`src/logic/alert_mask_params.svh`:
```
`ifndef ALERT_MASK_PARAMS_SVH
`define ALERT_MASK_PARAMS_SVH

`define CMD_ALERT_MASK 8'h1B
`define PAGE_ALL_PHASES 8'hFF
`define SEL_OUT_VOLT 8'h7A
`define SEL_OUT_CURR 8'h7B
`define SEL_INPUT 8'h7C
`define SEL_THERMAL 8'h7D
`define WR_BITS_OUT_VOLT 8'hFC
`define WR_BITS_OUT_CURR 8'hB0
`define WR_BITS_INPUT 8'hE8
`define WR_BITS_THERMAL 8'hC0
`define MASK_RESET 8'h00
`define NUM_CATEGORIES 4

`endif

```
`src/logic/alert_mask_pkg.sv`:
```
`default_nettype none
package alert_mask_pkg;
  typedef logic [7:0] mask_byte_t;
  typedef enum logic [1:0] {
    CAT_OUT_VOLT = 2'b00,
    CAT_OUT_CURR = 2'b01,
    CAT_INPUT = 2'b10,
    CAT_THERMAL = 2'b11
  } category_t;
endpackage
`default_nettype wire

```
`src/logic/alert_source_mask_bank.sv`:
```
// How it works
// - Output-voltage mask is command 1Bh with selector 7Ah.
// - Output-current mask is command 1Bh with selector 7Bh.
// - Input mask is command 1Bh with selector 7Ch.
// - Temperature mask is command 1Bh with selector 7Dh.
// - Write word: selector in low byte, new mask in high byte.
// - Process-call read returns the one selected mask byte.
// - Mask bit 0 lets its condition raise alert; 1 blocks it.
// - Mask commands accepted only while page is FFh.
// - Writes act at once; reset clears masks, non-volatile copy loaded on first edge after release.
// - Output-voltage mask bits 1:0 read zero, writes ignored there.
// - Masking never stops status bits setting; only alert contribution.
`timescale 1ns/10ps
`default_nettype none
`include "alert_mask_params.svh"
module alert_source_mask_bank
  import alert_mask_pkg::*;
(
  input wire logic clk,
  input wire logic rst_n,
  input wire logic [7:0] page,
  input wire logic txn_valid,
  input wire logic txn_is_read,
  input wire logic [7:0] cmd_code,
  input wire logic [7:0] selector,
  input wire logic [7:0] wr_mask,
  input wire logic [7:0] nvm_out_volt,
  input wire logic [7:0] nvm_out_curr,
  input wire logic [7:0] nvm_input,
  input wire logic [7:0] nvm_thermal,
  input wire logic [7:0] output_voltage_flags,
  input wire logic [7:0] output_current_flags,
  input wire logic [7:0] input_flags,
  input wire logic [7:0] thermal_flags,
  output logic rd_valid,
  output logic [7:0] rd_data,
  output logic txn_refused,
  output logic alert_n
);
  localparam mask_byte_t SEL_CODE [`NUM_CATEGORIES] = '{
    `SEL_OUT_VOLT, `SEL_OUT_CURR, `SEL_INPUT, `SEL_THERMAL};
  localparam mask_byte_t WR_BITS [`NUM_CATEGORIES] = '{
    `WR_BITS_OUT_VOLT, `WR_BITS_OUT_CURR, `WR_BITS_INPUT,
    `WR_BITS_THERMAL};

  mask_byte_t mask [`NUM_CATEGORIES];
  mask_byte_t nvm_val [`NUM_CATEGORIES];
  mask_byte_t flags [`NUM_CATEGORIES];
  logic [`NUM_CATEGORIES-1:0] sel_hit;
  logic [`NUM_CATEGORIES-1:0] unmasked_hit;
  logic load_pending;
  logic cmd_hit;
  logic page_ok;
  logic mask_write;
  logic rd_accept;
  mask_byte_t next_rd_data;

  assign nvm_val[CAT_OUT_VOLT] = nvm_out_volt;
  assign nvm_val[CAT_OUT_CURR] = nvm_out_curr;
  assign nvm_val[CAT_INPUT] = nvm_input;
  assign nvm_val[CAT_THERMAL] = nvm_thermal;
  assign flags[CAT_OUT_VOLT] = output_voltage_flags;
  assign flags[CAT_OUT_CURR] = output_current_flags;
  assign flags[CAT_INPUT] = input_flags;
  assign flags[CAT_THERMAL] = thermal_flags;

  assign cmd_hit = txn_valid && (cmd_code == `CMD_ALERT_MASK);
  assign page_ok = (page == `PAGE_ALL_PHASES);
  assign mask_write = cmd_hit && page_ok && !txn_is_read && !load_pending;
  assign rd_accept = cmd_hit && page_ok && txn_is_read && (|sel_hit)
    && !load_pending;

  // Reset may only load constants, so the stored copy follows one edge later
  always_ff @(posedge clk or negedge rst_n) begin
    if (!rst_n) begin
      load_pending <= 1'b1;
    end else begin
      load_pending <= 1'b0;
    end
  end

  genvar gi;
  generate
    for (gi = 0; gi < `NUM_CATEGORIES; gi++) begin : g_cat
      assign sel_hit[gi] = (selector == SEL_CODE[gi]);
      // Status inputs are never altered here, only gated
      assign unmasked_hit[gi] = |(flags[gi] & ~mask[gi]);
      always_ff @(posedge clk or negedge rst_n) begin
        if (!rst_n) begin
          mask[gi] <= `MASK_RESET;
        end else if (load_pending) begin
          mask[gi] <= nvm_val[gi] & WR_BITS[gi];
        end else if (mask_write && sel_hit[gi]) begin
          mask[gi] <= wr_mask & WR_BITS[gi];
        end
      end
    end
  endgenerate

  always_comb begin
    next_rd_data = `MASK_RESET;
    for (int i = 0; i < `NUM_CATEGORIES; i++) begin
      if (sel_hit[i]) begin
        next_rd_data = mask[i];
      end
    end
  end

  always_ff @(posedge clk or negedge rst_n) begin
    if (!rst_n) begin
      rd_valid <= 1'b0;
      rd_data <= `MASK_RESET;
    end else begin
      rd_valid <= rd_accept;
      // A refused read leaves the last answer standing
      if (rd_accept) begin
        rd_data <= next_rd_data;
      end
    end
  end

  // Other pages or unknown selectors are refused, masks untouched
  always_ff @(posedge clk or negedge rst_n) begin
    if (!rst_n) begin
      txn_refused <= 1'b0;
    end else begin
      txn_refused <= cmd_hit && (!page_ok || !(|sel_hit) || load_pending);
    end
  end

  // Held inactive until the stored masks are in place
  always_ff @(posedge clk or negedge rst_n) begin
    if (!rst_n) begin
      alert_n <= 1'b1;
    end else begin
      alert_n <= load_pending || !(|unmasked_hit);
    end
  end

  AST_WR_OUT_VOLT: assert property (@(posedge clk) disable iff (!rst_n)
    mask_write && selector == 8'h7A |=> mask[0] == ($past(wr_mask) & 8'hFC))
    else $error("output voltage mask write lost");
  AST_WR_OUT_CURR: assert property (@(posedge clk) disable iff (!rst_n)
    mask_write && selector == 8'h7B |=> mask[1] == ($past(wr_mask) & 8'hB0))
    else $error("output current mask write lost");
  AST_WR_INPUT: assert property (@(posedge clk) disable iff (!rst_n)
    mask_write && selector == 8'h7C |=> mask[2] == ($past(wr_mask) & 8'hE8))
    else $error("input mask write lost");
  AST_WR_THERMAL: assert property (@(posedge clk) disable iff (!rst_n)
    mask_write && selector == 8'h7D |=> mask[3] == ($past(wr_mask) & 8'hC0))
    else $error("thermal mask write lost");
  AST_READ_BACK: assert property (@(posedge clk) disable iff (!rst_n)
    cmd_hit && txn_is_read && page_ok && selector == 8'h7B && !load_pending
    |=> rd_valid && rd_data == $past(mask[1]))
    else $error("read did not return selected mask");
  AST_PAGE_GATE: assert property (@(posedge clk) disable iff (!rst_n)
    cmd_hit && page != 8'hFF |=> txn_refused && !rd_valid
    && $stable(mask[0]) && $stable(mask[3]))
    else $error("mask command accepted on other page");
  AST_ALERT_GATE: assert property (@(posedge clk) disable iff (!rst_n)
    !load_pending && ((thermal_flags & ~mask[3]) != 8'h00
    || (output_voltage_flags & ~mask[0]) != 8'h00
    || (output_current_flags & ~mask[1]) != 8'h00
    || (input_flags & ~mask[2]) != 8'h00) |=> !alert_n)
    else $error("alert output does not follow unmasked flags");
  AST_MASK_BLOCKS: assert property (@(posedge clk) disable iff (!rst_n)
    !load_pending && (thermal_flags & ~mask[3]) == 8'h00
    && (output_voltage_flags & ~mask[0]) == 8'h00
    && (output_current_flags & ~mask[1]) == 8'h00
    && (input_flags & ~mask[2]) == 8'h00 |=> alert_n)
    else $error("masked condition raised alert");
  // Release edge itself is skipped; the load lands one edge later
  AST_NVM_RESTORE: assert property (@(posedge clk) disable iff (!rst_n)
    rst_n && load_pending |=> !load_pending
    && mask[0] == ($past(nvm_out_volt) & 8'hFC)
    && mask[1] == ($past(nvm_out_curr) & 8'hB0)
    && mask[2] == ($past(nvm_input) & 8'hE8)
    && mask[3] == ($past(nvm_thermal) & 8'hC0))
    else $error("mask not restored from stored copy");
  AST_VOLT_LOW_ZERO: assert property (@(posedge clk)
    disable iff (!rst_n) mask[0][1:0] == 2'b00)
    else $error("output voltage mask low bits not zero");
  AST_UNSUPP_ZERO: assert property (@(posedge clk) disable iff (!rst_n)
    (mask[1] & 8'h4F) == 8'h00 && (mask[2] & 8'h17) == 8'h00
    && (mask[3] & 8'h3F) == 8'h00)
    else $error("unsupported mask bit set");
  // Read answers, refusals and command gating; alert held inactive during load
  AST_RD_OUT_VOLT: assert property (@(posedge clk) disable iff (!rst_n)
    cmd_hit && txn_is_read && page_ok && selector == 8'h7A && !load_pending
    |=> rd_valid && rd_data == $past(mask[0]) && rd_data[1:0] == 2'b00)
    else $error("read did not return output voltage mask");
  AST_RD_INPUT: assert property (@(posedge clk) disable iff (!rst_n)
    cmd_hit && txn_is_read && page_ok && selector == 8'h7C && !load_pending
    |=> rd_valid && rd_data == $past(mask[2]))
    else $error("read did not return input mask");
  AST_RD_THERMAL: assert property (@(posedge clk) disable iff (!rst_n)
    cmd_hit && txn_is_read && page_ok && selector == 8'h7D && !load_pending
    |=> rd_valid && rd_data == $past(mask[3]))
    else $error("read did not return thermal mask");
  AST_RD_NO_WRITE: assert property (@(posedge clk) disable iff (!rst_n)
    cmd_hit && txn_is_read && !load_pending |=> $stable(mask[0])
    && $stable(mask[1]) && $stable(mask[2]) && $stable(mask[3]))
    else $error("read changed a mask");
  AST_WR_NO_ANSWER: assert property (@(posedge clk) disable iff (!rst_n)
    txn_valid && !txn_is_read |=> !rd_valid)
    else $error("write produced a read answer");
  AST_RD_HOLD: assert property (@(posedge clk) disable iff (!rst_n)
    !rd_valid |-> $stable(rd_data))
    else $error("read data changed without an answer");
  AST_REFUSE_PULSE: assert property (@(posedge clk) disable iff (!rst_n)
    !cmd_hit |=> !txn_refused && !rd_valid)
    else $error("answer without a mask command");
  AST_PAGE_READ: assert property (@(posedge clk) disable iff (!rst_n)
    cmd_hit && txn_is_read && page != 8'hFF |=> txn_refused && !rd_valid
    && $stable(rd_data))
    else $error("read answered on other page");
  AST_OTHER_CMD: assert property (@(posedge clk) disable iff (!rst_n)
    txn_valid && cmd_code != 8'h1B && !load_pending |=> !txn_refused
    && $stable(mask[0]) && $stable(mask[1]) && $stable(mask[2])
    && $stable(mask[3]))
    else $error("other command touched the masks");
  AST_BAD_SEL: assert property (@(posedge clk) disable iff (!rst_n)
    cmd_hit && (selector < 8'h7A || selector > 8'h7D) |=> txn_refused
    && !rd_valid)
    else $error("unknown selector accepted");
  AST_LOAD_QUIET: assert property (@(posedge clk) disable iff (!rst_n)
    load_pending |=> alert_n)
    else $error("alert raised before masks were restored");
endmodule
`default_nettype wire

```
`config.mk`:
```
export PLATFORM = sky130hd
export DESIGN_NAME = alert_source_mask_bank
export DESIGN_NICKNAME = d
export VERILOG_FILES = /design/src/logic/alert_mask_pkg.sv /design/src/logic/alert_source_mask_bank.sv
export VERILOG_INCLUDE_DIRS = /design/src /design/src/logic
export SDC_FILE = /design/constraint.sdc
export NUM_CORES = 1
export LEC_CHECK = 0
export ABC_AREA = 1
export BUFFER_PORTS_ARGS = -buffer_cell sky130_fd_sc_hd__buf_2
export CELL_PAD_IN_SITES_DETAIL_PLACEMENT = 1
export CELL_PAD_IN_SITES_GLOBAL_PLACEMENT = 1
export CORE_MARGIN = 1
export CORE_UTILIZATION = 29
export DETAILED_ROUTE_END_ITERATION = 16
export PLACE_DENSITY_LB_ADDON = 0.2
export REMOVE_ABC_BUFFERS = 1
export SYNTH_ARGS = -nofsm -noshare
export SYNTH_HDL_FRONTEND = slang
export SYNTH_SLANG_ARGS = --single-unit
```
`constraint.sdc`:
```
create_clock -name clk -period 2 [get_ports clk]
set_clock_uncertainty 0.1 [all_clocks]
set_input_delay 0.4 -clock clk [delete_from_list [all_inputs] [get_ports clk]]
set_output_delay 0.4 -clock clk [all_outputs]
set_load 0.02 [all_outputs]
```
**Word level (Yosys, flattened, before mapping)**

Cells that the tools add are included.

- Bits in registers: 44
- Input port bits: 100
- Output and inout port bits: 11
- Logic and storage cells: 61

- Equal/unequal tests: 6
- Mux-type cells: 12
- Bitwise gates (word level): 8
- Reduce and logical (&&, ||, !) cells: 26

Operators with widths:

| operator | count |
|---|---|
| two-way mux 8 bit | 12 |
| bitwise AND 8 bit | 4 |
| == test 8 x 7 -> 1 bit (second input constant) | 4 |
| inverter 8 bit | 4 |
| OR reduction 32 bit | 1 |
| logical AND 1 bit | 12 |
| == test 8 x 5 -> 1 bit (second input constant) | 1 |
| == test 8 bit (second input constant) | 1 |
| nonzero test 2 bit | 4 |
| logical NOT 1 bit | 5 |
| OR reduction 4 bit | 1 |
| logical OR 1 bit | 3 |

**Depth between registers and ports, before layout**

Gate-level depths: netlist of the first run.

- Depth after elaboration: 8
- Mapped depth: 9
- Gate-level depth less buffers: 9

**Worst setup path before layout of the first run**

No wires, ideal clock.

- Path kind: input -> register
- Start point: in selector[7]
- End point: reg rd_data[5]
- Setup time: 118 ps
- Arrival time: 1206 ps
- Data required time: 1782 ps
- Setup slack: 575 ps
- Cell stages on the path: 9
- Buffers on the path: 1
- Path through: inv_1 -> nand2_1 -> nor2_2 -> buf_4 -> o21ai_1 -> nand2_1 -> nand3_2 -> nand2_1 -> nand2_1

- Longest elaborated chain between the ends: 5
- Elaborated cells between the ends (all ways): 11
- Those cells by class: eq/ne: 4; mux: 4; reduce/logical: 3

RTL lines:

| what | line | text |
|---|---|---|
| start: declaration | alert_source_mask_bank.sv:25 | `input wire logic [7:0] selector,` |
| == test 8 x 7 -> 1 bit | alert_source_mask_bank.sv:85 | `assign sel_hit[gi] = (selector == SEL_CODE[gi]);` |
| two-way mux 8 bit (4 in a row) | alert_source_mask_bank.sv:103 | `if (sel_hit[i]) begin` |
| end signal: assignment | alert_source_mask_bank.sv:112 | `` rd_data <= `MASK_RESET; `` |
| end signal: assignment | alert_source_mask_bank.sv:117 | `rd_data <= next_rd_data;` |
| end: declaration | alert_source_mask_bank.sv:36 | `output logic [7:0] rd_data,` |

Parallel ways exist; a longest one is shown, timed or not.
A chain may end at the register's enable or synchronous reset.

**Worst setup path in the final report of the first run**

- Start point: in selector[7]
- End point: reg mask[29] (netlist name)

- Longest elaborated chain between the ends: 3

RTL lines:

| what | line | text |
|---|---|---|
| == test 8 x 7 -> 1 bit | alert_source_mask_bank.sv:85 |  |
| logical AND 1 bit | alert_source_mask_bank.sv:93 | `end else if (mask_write && sel_hit[gi]) begin` |
| nonzero test 2 bit (no line) | n/a |  |
| end signal: indexed assignment | alert_source_mask_bank.sv:90 | `` mask[gi] <= `MASK_RESET; `` |
| end signal: indexed assignment | alert_source_mask_bank.sv:92 | `mask[gi] <= nvm_val[gi] & WR_BITS[gi];` |
| end signal: indexed assignment | alert_source_mask_bank.sv:94 | `mask[gi] <= wr_mask & WR_BITS[gi];` |
| end: declaration | alert_source_mask_bank.sv:46 | `` mask_byte_t mask [`NUM_CATEGORIES]; `` |

Every way passes these cells.

==> results.ini, run 1 <==
[status]
status = finished clean

[routing]
ant_nets = 0
met2_length_mm = 2.56
drc = 0
dr.pass1.iters = 6
routed_via_density = 4.56
wl_met1_mm = 2.12
wl_met3_um = 224
drtIter0Drc = 56
vias = 1956
wl_per_cell_um = 11.6
wl_mm = 4.96
highest_layer = met4

[layout]
area_growth_syn_to_layout_pct = 33.5
mostFrequentLayoutCells = 118 x nand2_1, 89 x buf_2, 31 x nand3_1
fillCellCount = 804
diodes = 0
fin_area_mm2 = 0.00228
layout_commonest_cell = nand2_1
instances_no_fill = 429
drive_gt1_frac = 0.342
nNetsFinal = 458

[power]
power.density_mw_per_mm2 = 483
leakagePower_nw = 1.39
power.total_mw = 1.10
irDropWorstVdd_mv = 0.343

[run]
cap_violations = 0

[worst_setup_path]
critPathBufInv = 3
worstSetupStartpointType = primary input
critical_path_arrival_ns = 1.60
crit_fanout = 11
path_common_cell = nand2_1
worst_path_max_delay_cell = nor2_2
worstPathCellList = buf_2, inv_1, nand2_1, nor2_2, nand2_1, inv_2, nand3_4, nand2_2, nand2_1, nand2_1
cpPeakStageDelay_ns = 0.32
crit_family = simple AND/OR/NAND/NOR gates
endpoint_kind = flip-flop
critical_path_class = in -> reg
cp.required_ns = 2.11

[clock_network]
cts_made_buffers = 3
cts_hold_buffers = 0
clk_pin_slew_ns = 0.09
post_cts_resized = 0
cts_tree = built
clock_path_buffers = 2
clk-insertion-delay-late_ns = 0.27
clock_sinks = 25
cts-root-buf = clkbuf_8
cts_max_level = 1
post-cts-setup-buffers = 0

[placed_design]
hpwl_mm = 4.28
portBuffers = 89
dpl_cell_area_mm2 = 0.00223
gp_congestion = 0.806
dp.cells = 425

[timing]
tns_ns = 0
setup_viol = 0
hold_violations = 0
max_freq_mhz = 669
fin_crit_sh = 0.747
maxSlewViolCount = 0
worstMarginPinSlew_ns = 0.547
grt_setup_unrepaired = false
fin_crit_ns = 1.49
slew_headroom = 0.635

[logic_synthesis]
avgSynthCellArea_um2 = 6.43
async_flop_share = 1.00
yosysTopAreaCellShare = 0.337
ys_seq_elements = 25
synthFlopType = dfrtp_1
ys_top_cells_by_area = dfrtp_1 34%, nand2_1 26%, nand3_1 9.1%
syn_inst = 266
yosysSeqAreaShare = 0.367
ys_types = 22
synth_area_leader_cell = dfrtp_1
yosysWarnings = 0
synth_edf_count = 0
synth_area_mm2 = 0.00171

[floorplan]
io-pin-count = 111
initial_core_util = 0.305
fp.coreArea_mm2 = 0.00561
die_h_um = 78.8
dieWidth_um = 78.8
dieArea_mm2 = 0.00620
rows = 27

[worst_hold_path]
hold_class = in -> async

[global_routing]
grt_max_degree = 26
grtUsageTotal = 0.174
grt_pass1_vias = 1969
gr-total-overflow = 0
antenna_found_initial = 0
grt_pass1_wl_mm = 8.51

flip-flops by register name, indices dropped and copies added (netlist names):
name / flops
rd_valid: 1
load_pending: 1
rd_data: 6
mask: 15
alert_n: 1
txn_refused: 1
stage by stage:
| step | hold WS (ns) | setup WS (ns) | utilization |
|---|---|---|---|
| finish | 0.00798 | 0.506 | 0.407 |
| global route | 0.0445 | 0.341 | 0.407 |
| CTS | 0.0265 | 0.492 | 0.407 |
| detailed placement | 0.324 | 0.208 | 0.398 |
| global placement | 0.319 | 0.266 | 0.398 |
| floorplan | 0.00441 | 0.410 | - |
cell type report:
type	instances	area, um^2	share of cell area
Multi-Input combinational cell	204	925	0.405
Clock buffer	3	41.3	0.0181
Sequential cell	25	628	0.275
Tap cell	72	90.1	0.0395
Timing Repair Buffer	93	475	0.208
Inverter	31	116	0.0510
Clock inverter	1	5.00	0.00219
worst paths after layout:
path	start	end	slack, ns	cells after the start
worst max-delay path	selector[7]	mask[29]	0.51	10
worst min-delay path	rst_n	mask[31]	0.008	1
worst max register to register	load_pending	mask[29]	0.59	7
worst min register to register	rd_data[3]	rd_data[3]	0.38	2
max in group asynchronous	rst_n	alert_n	1.42	1
min in group clk	wr_mask[2]	mask[26]	0.31	5
cells in the mapped netlist (4+ instances only):
cell type and number:
dfrtp_1 23, nor2_1 16, buf_4 4, nand3_2 5, o21ai_0 6, nand2_1 118, nand3_1 31, nor2_2 6
inv_2 8, o22ai_1 4, inv_1 23
report_power, final:
part	switching, mW	internal (mW)	total, mW
logic	0.126	0.108	0.234
clock network	0.156	0.139	0.295
registers	0.0326	0.540	0.573
total	0.314	0.788	1.10
routing by layer:
layer,track usage,vias up
li1,-,1013
met5,0,-
met2,0.327,47
met4,0.0333,0
met3,0.0356,4
met1,0.203,892
logic make-up (layout without fill, tap and decap cells):
family	Yosys count	in the layout	synth area share
AOI/OAI and AO/OA	12	12	0.0381
buffers and inverters	39	128	0.0959
and+or+nand+nor	189	189	0.496
DFF	25	25	0.367
other	1	3	0.00219
Power figures use the tool's default switching activity.
==> run 2: changes to the inputs <==
Settings changed: ABC_AREA 1 to 0, CORE_UTILIZATION 29 to 30.
Clock period 2 ns to 1.45 ns, I/O delays scaled along.
==> results.ini, run 2 <==
[status]
status = finished with violations
violations = setup timing

[power]
switching_share = 0.286
irDropWorstVdd_mv = 0.356
switching_power_mw = 0.463
power.density_mw_per_mm2 = 628
clkPwrFrac = 0.262
combPwrFrac = 0.264
sequentialPowerShare = 0.474
leakagePower_nw = 1.24
intPower_mw = 1.16

[timing]
grt_setup_unrepaired = true
fin_crit_sh = 1.19
hold_violations = 0
worstMarginPinSlew_ns = 0.581
setup_viol = 21
slew_headroom = 0.613
fin_ws_ns = -0.273
fin_crit_ns = 1.72
max_freq_mhz = 581
maxSlewViolCount = 0

[global_routing]
grt_pass1_wl_mm = 9.18
grtUsageTotal = 0.197
grt_max_degree = 38
antenna_found_initial = 0
grt_pass1_vias = 1887
gr-total-overflow = 0

[logic_synthesis]
syn_inst = 175
synth_area_mm2 = 0.00171
ys_types = 43
yosys-top-cells-count = 23 x dfrtp_1, 15 x inv_1, 15 x nor2b_1
synthFlopType = dfrtp_1
async_flop_share = 1.00
ys_seq_elements = 25
ys_top_cells_by_area = dfrtp_1 34%, a221o_1 5.9%, nor2b_1 5.5%
synth_edf_count = 0
synth_area_leader_cell = dfrtp_1
yosysSeqAreaShare = 0.367
yosysWarnings = 0
avgSynthCellArea_um2 = 9.77
yosysTopAreaCellShare = 0.337
synth_most_common_cell = dfrtp_1

[layout]
fin_area_mm2 = 0.00258
top_regs = mask (15), rd_data (6)
area_growth_syn_to_layout_pct = 51.0
regMostFlops = mask
mostFrequentLayoutCells = 89 x buf_2, 27 x buf_4, 23 x dfrtp_1
diodes = 0
fillCellCount = 690
postLayoutCoreUtil = 0.469
nNetsFinal = 388
layout_commonest_cell = buf_2
drive_gt1_frac = 0.519
largest_reg_flops = 15

[routing]
dr.pass1.iters = 4
ant_nets = 0
drtIter0Drc = 68
routed_via_density = 5.27
drc = 0
wl_per_cell_um = 16.6
wl_mm = 5.96
vias = 1891

[worst_hold_path]
hold_class = in -> reg
min_from = nvm_out_volt[7]

[worst_setup_path]
cp.required_ns = 1.51
crit_fanout = 12
critical_path_class = reg -> reg
critical_path_arrival_ns = 1.78
endpoint_kind = flip-flop
cpPeakStageDelay_ns = 0.37
worstPathCellList = nand3b_1, nor4_1, buf_4, a311oi_1, a221o_1
r2r-start = load_pending
worstSetupStartpointType = flip-flop
worst_path_max_delay_cell = dfstp_2
crit_start = load_pending

[placed_design]
portBuffers = 89
gp_congestion = 0.786
dpl_cell_area_mm2 = 0.00240
hpwl_mm = 4.64

[floorplan]
dieWidth_um = 77.5
rows = 27
io-pin-count = 111
fp.coreArea_mm2 = 0.00551
initial_core_util = 0.311
die_h_um = 77.5
dieArea_mm2 = 0.00601

[run]
cap_violations = 0

[clock_network]
cts_max_level = 1
cts-root-buf = clkbuf_8
clk-insertion-delay-late_ns = 0.27
clock_path_buffers = 2
clk_pin_slew_ns = 0.09
post-cts-setup-buffers = 0
clock_sinks = 25
cts_made_buffers = 3
cts_tree = built

## run 2: cell count changes after synthesis, sizes merged, moves of 5 or more
| cell | before | now |
|---|---|---|
| a21oi | 0 | 9 |
| nand2 | 120 | 6 |
| nor2b | 0 | 15 |
| nor2 | 23 | 3 |
| a311oi | 0 | 10 |
| o31ai | 0 | 5 |
| inv | 31 | 15 |
| a221o | 0 | 10 |
| and3b | 0 | 6 |
| nand3 | 37 | 2 |
| a41oi | 0 | 5 |
| o21ai | 8 | 2 |
| mux2 | 0 | 5 |
## run 2: routing by layer
layer / global-route usage / wire length (um)
met1: 0.244 / 2570
met2: 0.360 / 3080
met4: 0.0453 / 61
met5: 0 / 0
met3: 0.0247 / 246
## run 2: per-stage QoR
stage                     setup WS (ns)  setup TNS (ns)  power [mW]  hold slack (ns)  std cells
after detailed placement         -0.432           -7.35        1.17            0.226        354
final                            -0.273           -4.45        1.62            0.150        359
after floorplan                  -0.858          -13.18       0.930           -0.106        165
after global routing             -0.343           -6.23        1.71            0.138        359
after CTS                        -0.202           -3.77        1.62            0.143        359
after global placement           -0.353           -6.37        1.16            0.232        354
## run 2: repair_timing
| action | CTS | global route |
|---|---|---|
| setup endpoints to repair | 23 | 24 |
| pin swaps | 5 | 6 |
| hold endpoints to repair | 23 | 0 |
| gates resized for setup | 14 | 11 |
| hold buffers | 1 | 0 |
## run 2: final timing paths
check | slack, ns | endpoint | cells after the start
max | -0.27 | mask[15] | 5
min reg2reg | 0.41 | rd_data[3] | 1
max in group asynchronous | 0.42 | mask[7] | 2
min | 0.15 | mask[31] | 2
max reg2reg | -0.27 | mask[15] | 5
min in group asynchronous | 0.45 | rd_data[6] | 2
## run 2: area by class of cell
cell class	instances	area, um^2	share of cell area
flip-flops and latches	25	628	0.243
repair buffers	118	669	0.259
multi-input cells	125	1090	0.423
inverters	15	56.3	0.0218
well taps	72	90.1	0.0349
clock buffers	4	45.0	0.0174
## run 2: critical path, delay by kind of cell, from the launching register on
family | cells | cell delay (ns)
DFF | 1 | 0.37
and+or+nand+nor | 2 | 0.44
AOI/OAI and AO/OA | 2 | 0.43
buffers and inverters | 1 | 0.26
## run 2: power by group through the flow
stage               Sequential [mW]  Combinational [mW]  Clock [mW]
global route                  0.773               0.466       0.467
CTS                           0.767               0.415       0.439
global placement              0.779               0.381           0
finish                        0.769               0.428       0.425
detailed placement            0.780               0.391           0
floorplan                     0.782               0.148           0
## run 2: cell families (layout without fill, tap and decap cells)
logic type	Yosys count	count (layout)	share of synthesized area
mux	9	9	0.0563
simple gates	62	62	0.265
other cells	1	3	0.00219
buf+inv	27	137	0.0717
flops	25	25	0.367
compound gates	51	51	0.238
==> run 3: changes to the inputs <==
Settings changed: BUFFER_PORTS_ARGS -buffer_cell sky130_fd_sc_hd__buf_2 to -buffer_cell sky130_fd_sc_hd__buf_4, CTS_BUF_LIST set to sky130_fd_sc_hd__clkbuf_8 sky130_fd_sc_hd__clkbuf_16.
==> results.ini, run 3 (synthesis results as in run 2) <==
[status]
status = finished with violations
violations = setup timing

[layout]
instances_no_fill = 360
largest_reg_flops = 15
drive_gt1_frac = 0.521
nNetsFinal = 389
diodes = 0
regMostFlops = mask
mostFrequentLayoutCells = 117 x buf_4, 23 x dfrtp_1, 15 x inv_1
layout_commonest_cell = buf_4
fillCellCount = 650
area_growth_syn_to_layout_pct = 63.6
top_regs = mask (15), rd_data (6)

[placed_design]
gp_congestion = 0.803
dp.cells = 353
portBuffers = 89
hpwl_mm = 4.77

[worst_setup_path]
worstPathCellList = nand3b_1, buf_4, nor3_2, buf_4, nand4_4, mux2_2
critical_path_class = reg -> reg
path_common_cell = buf_4
r2r-start = load_pending
cp.required_ns = 1.52
worstSetupStartpointType = flip-flop
r2r_cells = 6
reg2reg_slack_ns = -0.20
r2r-end = rd_data[4]
endpoint_kind = flip-flop
critPathBufInv = 2
worst_path_max_delay_cell = dfstp_2
critical_path_arrival_ns = 1.72
crit_fanout = 6
cpPeakStageDelay_ns = 0.54
crit_family = flip-flops

[global_routing]
grtUsageTotal = 0.209
antenna_found_initial = 0
gr-total-overflow = 0
grt_max_degree = 38
grt_pass1_vias = 1998
grt_pass1_wl_mm = 9.76

[clock_network]
cts-root-buf = clkbuf_8
clock_path_buffers = 2
clock_sinks = 25
cts_max_level = 1
cts_tree = built
clk-insertion-delay-late_ns = 0.28
cts_made_buffers = 3
clk_pin_slew_ns = 0.10

[power]
power.total_mw = 1.70
irDropWorstVdd_mv = 0.326
leakagePower_nw = 1.34
power.density_mw_per_mm2 = 606

[timing]
fin_ws_ns = -0.199
maxSlewViolCount = 0
tns_ns = -3.52
timing.hold.ws_ns = 0.148
grt_setup_unrepaired = true
max_freq_mhz = 606
fin_crit_sh = 1.14
setup_viol = 21
hold_violations = 0
fin_crit_ns = 1.65

[floorplan]
dieWidth_um = 77.5
initial_core_util = 0.311
die_h_um = 77.5
io-pin-count = 111
fp.coreArea_mm2 = 0.00551
rows = 27
dieArea_mm2 = 0.00601

[routing]
drtIter0Drc = 81
wl_mm = 6.09
drc = 0
ant_nets = 0
wl_per_cell_um = 16.9
dr.pass1.iters = 4
routed_via_density = 5.33
vias = 1917

[run]
cap_violations = 0

[worst_hold_path]
min_from = nvm_out_volt[7]
worstHoldEndpoint = mask[31]
hold_class = in -> reg
whs_path_depth = 2

run 3: cell count changes in the layout (fill, tap and decap cells not counted), moves of 3 or more:
| cell | before | now |
|---|---|---|
| buf_2 | 89 | 0 |
| buf_4 | 27 | 117 |
| o31ai_2 | 2 | 5 |
| o31ai_4 | 3 | 0 |
run 3: what timing repair did:
action                                  4_1_cts  5_1_grt
hold buffers                                  1        0
endpoints found under the setup margin       22       24
resized for setup                            16        8
cloned                                        0        0
pin swaps                                     7        3
hold endpoints to repair                     23        0
buffers inserted                              1        1
run 3: worst max path at each step:
stage                       startpoint          to  slack (ns)  cells past startpoint
after floorplan           load_pending    mask[11]       -0.86                      4
after global placement     cmd_code[7]    mask[20]       -0.37                      5
after detailed placement   cmd_code[7]    mask[21]       -0.44                      5
after CTS                 load_pending    mask[31]       -0.20                      5
after global routing      load_pending    mask[11]       -0.33                      5
final                     load_pending  rd_data[4]       -0.20                      6
run 3: worst reg2reg max path, delay by kind of cell (launching register included):
family | cells | cell delay [ns]
flops | 1 | 0.54
buf+inv | 2 | 0.29
simple gates | 3 | 0.28
mux | 1 | 0.34
run 3: cell type report:
class,instances,area (um^2),area share
clock buffer,3,41.3,0.0148
tap,72,90.1,0.0322
inverter,15,56.3,0.0201
timing repair buffer,119,900,0.322
clock inverter,1,3.75,0.00134
sequential,25,628,0.225
multi-input combinational,125,1080,0.386
run 3: per-stage QoR:
stage | utilization | setup WS (ns) | cell area [um^2]
6_report | 0.508 | -0.199 | 2800
5_1_grt | 0.508 | -0.327 | 2800
4_1_cts | 0.499 | -0.199 | 2750
3_5_place_dp | 0.474 | -0.442 | 2610
3_3_place_gp | 0.474 | -0.368 | 2610
2_1_floorplan | - | -0.858 | 1650
run 3: power by group:
group | switching [mW] | leakage [nW] | total, mW | internal [mW]
logic | 0.207 | 1.00 | 0.490 | 0.283
registers | 0.0293 | 0.305 | 0.769 | 0.739
clock network | 0.247 | 0.0269 | 0.437 | 0.190
total | 0.483 | 1.34 | 1.70 | 1.21
run 3: routing by layer:
metal	up-vias	part of all wire	global-route usage
li1	908	-	-
met1	934	0.43	0.272
met4	0	0.020	0.0660
met3	10	0.045	0.0376
met5	-	0	0
met2	65	0.50	0.349
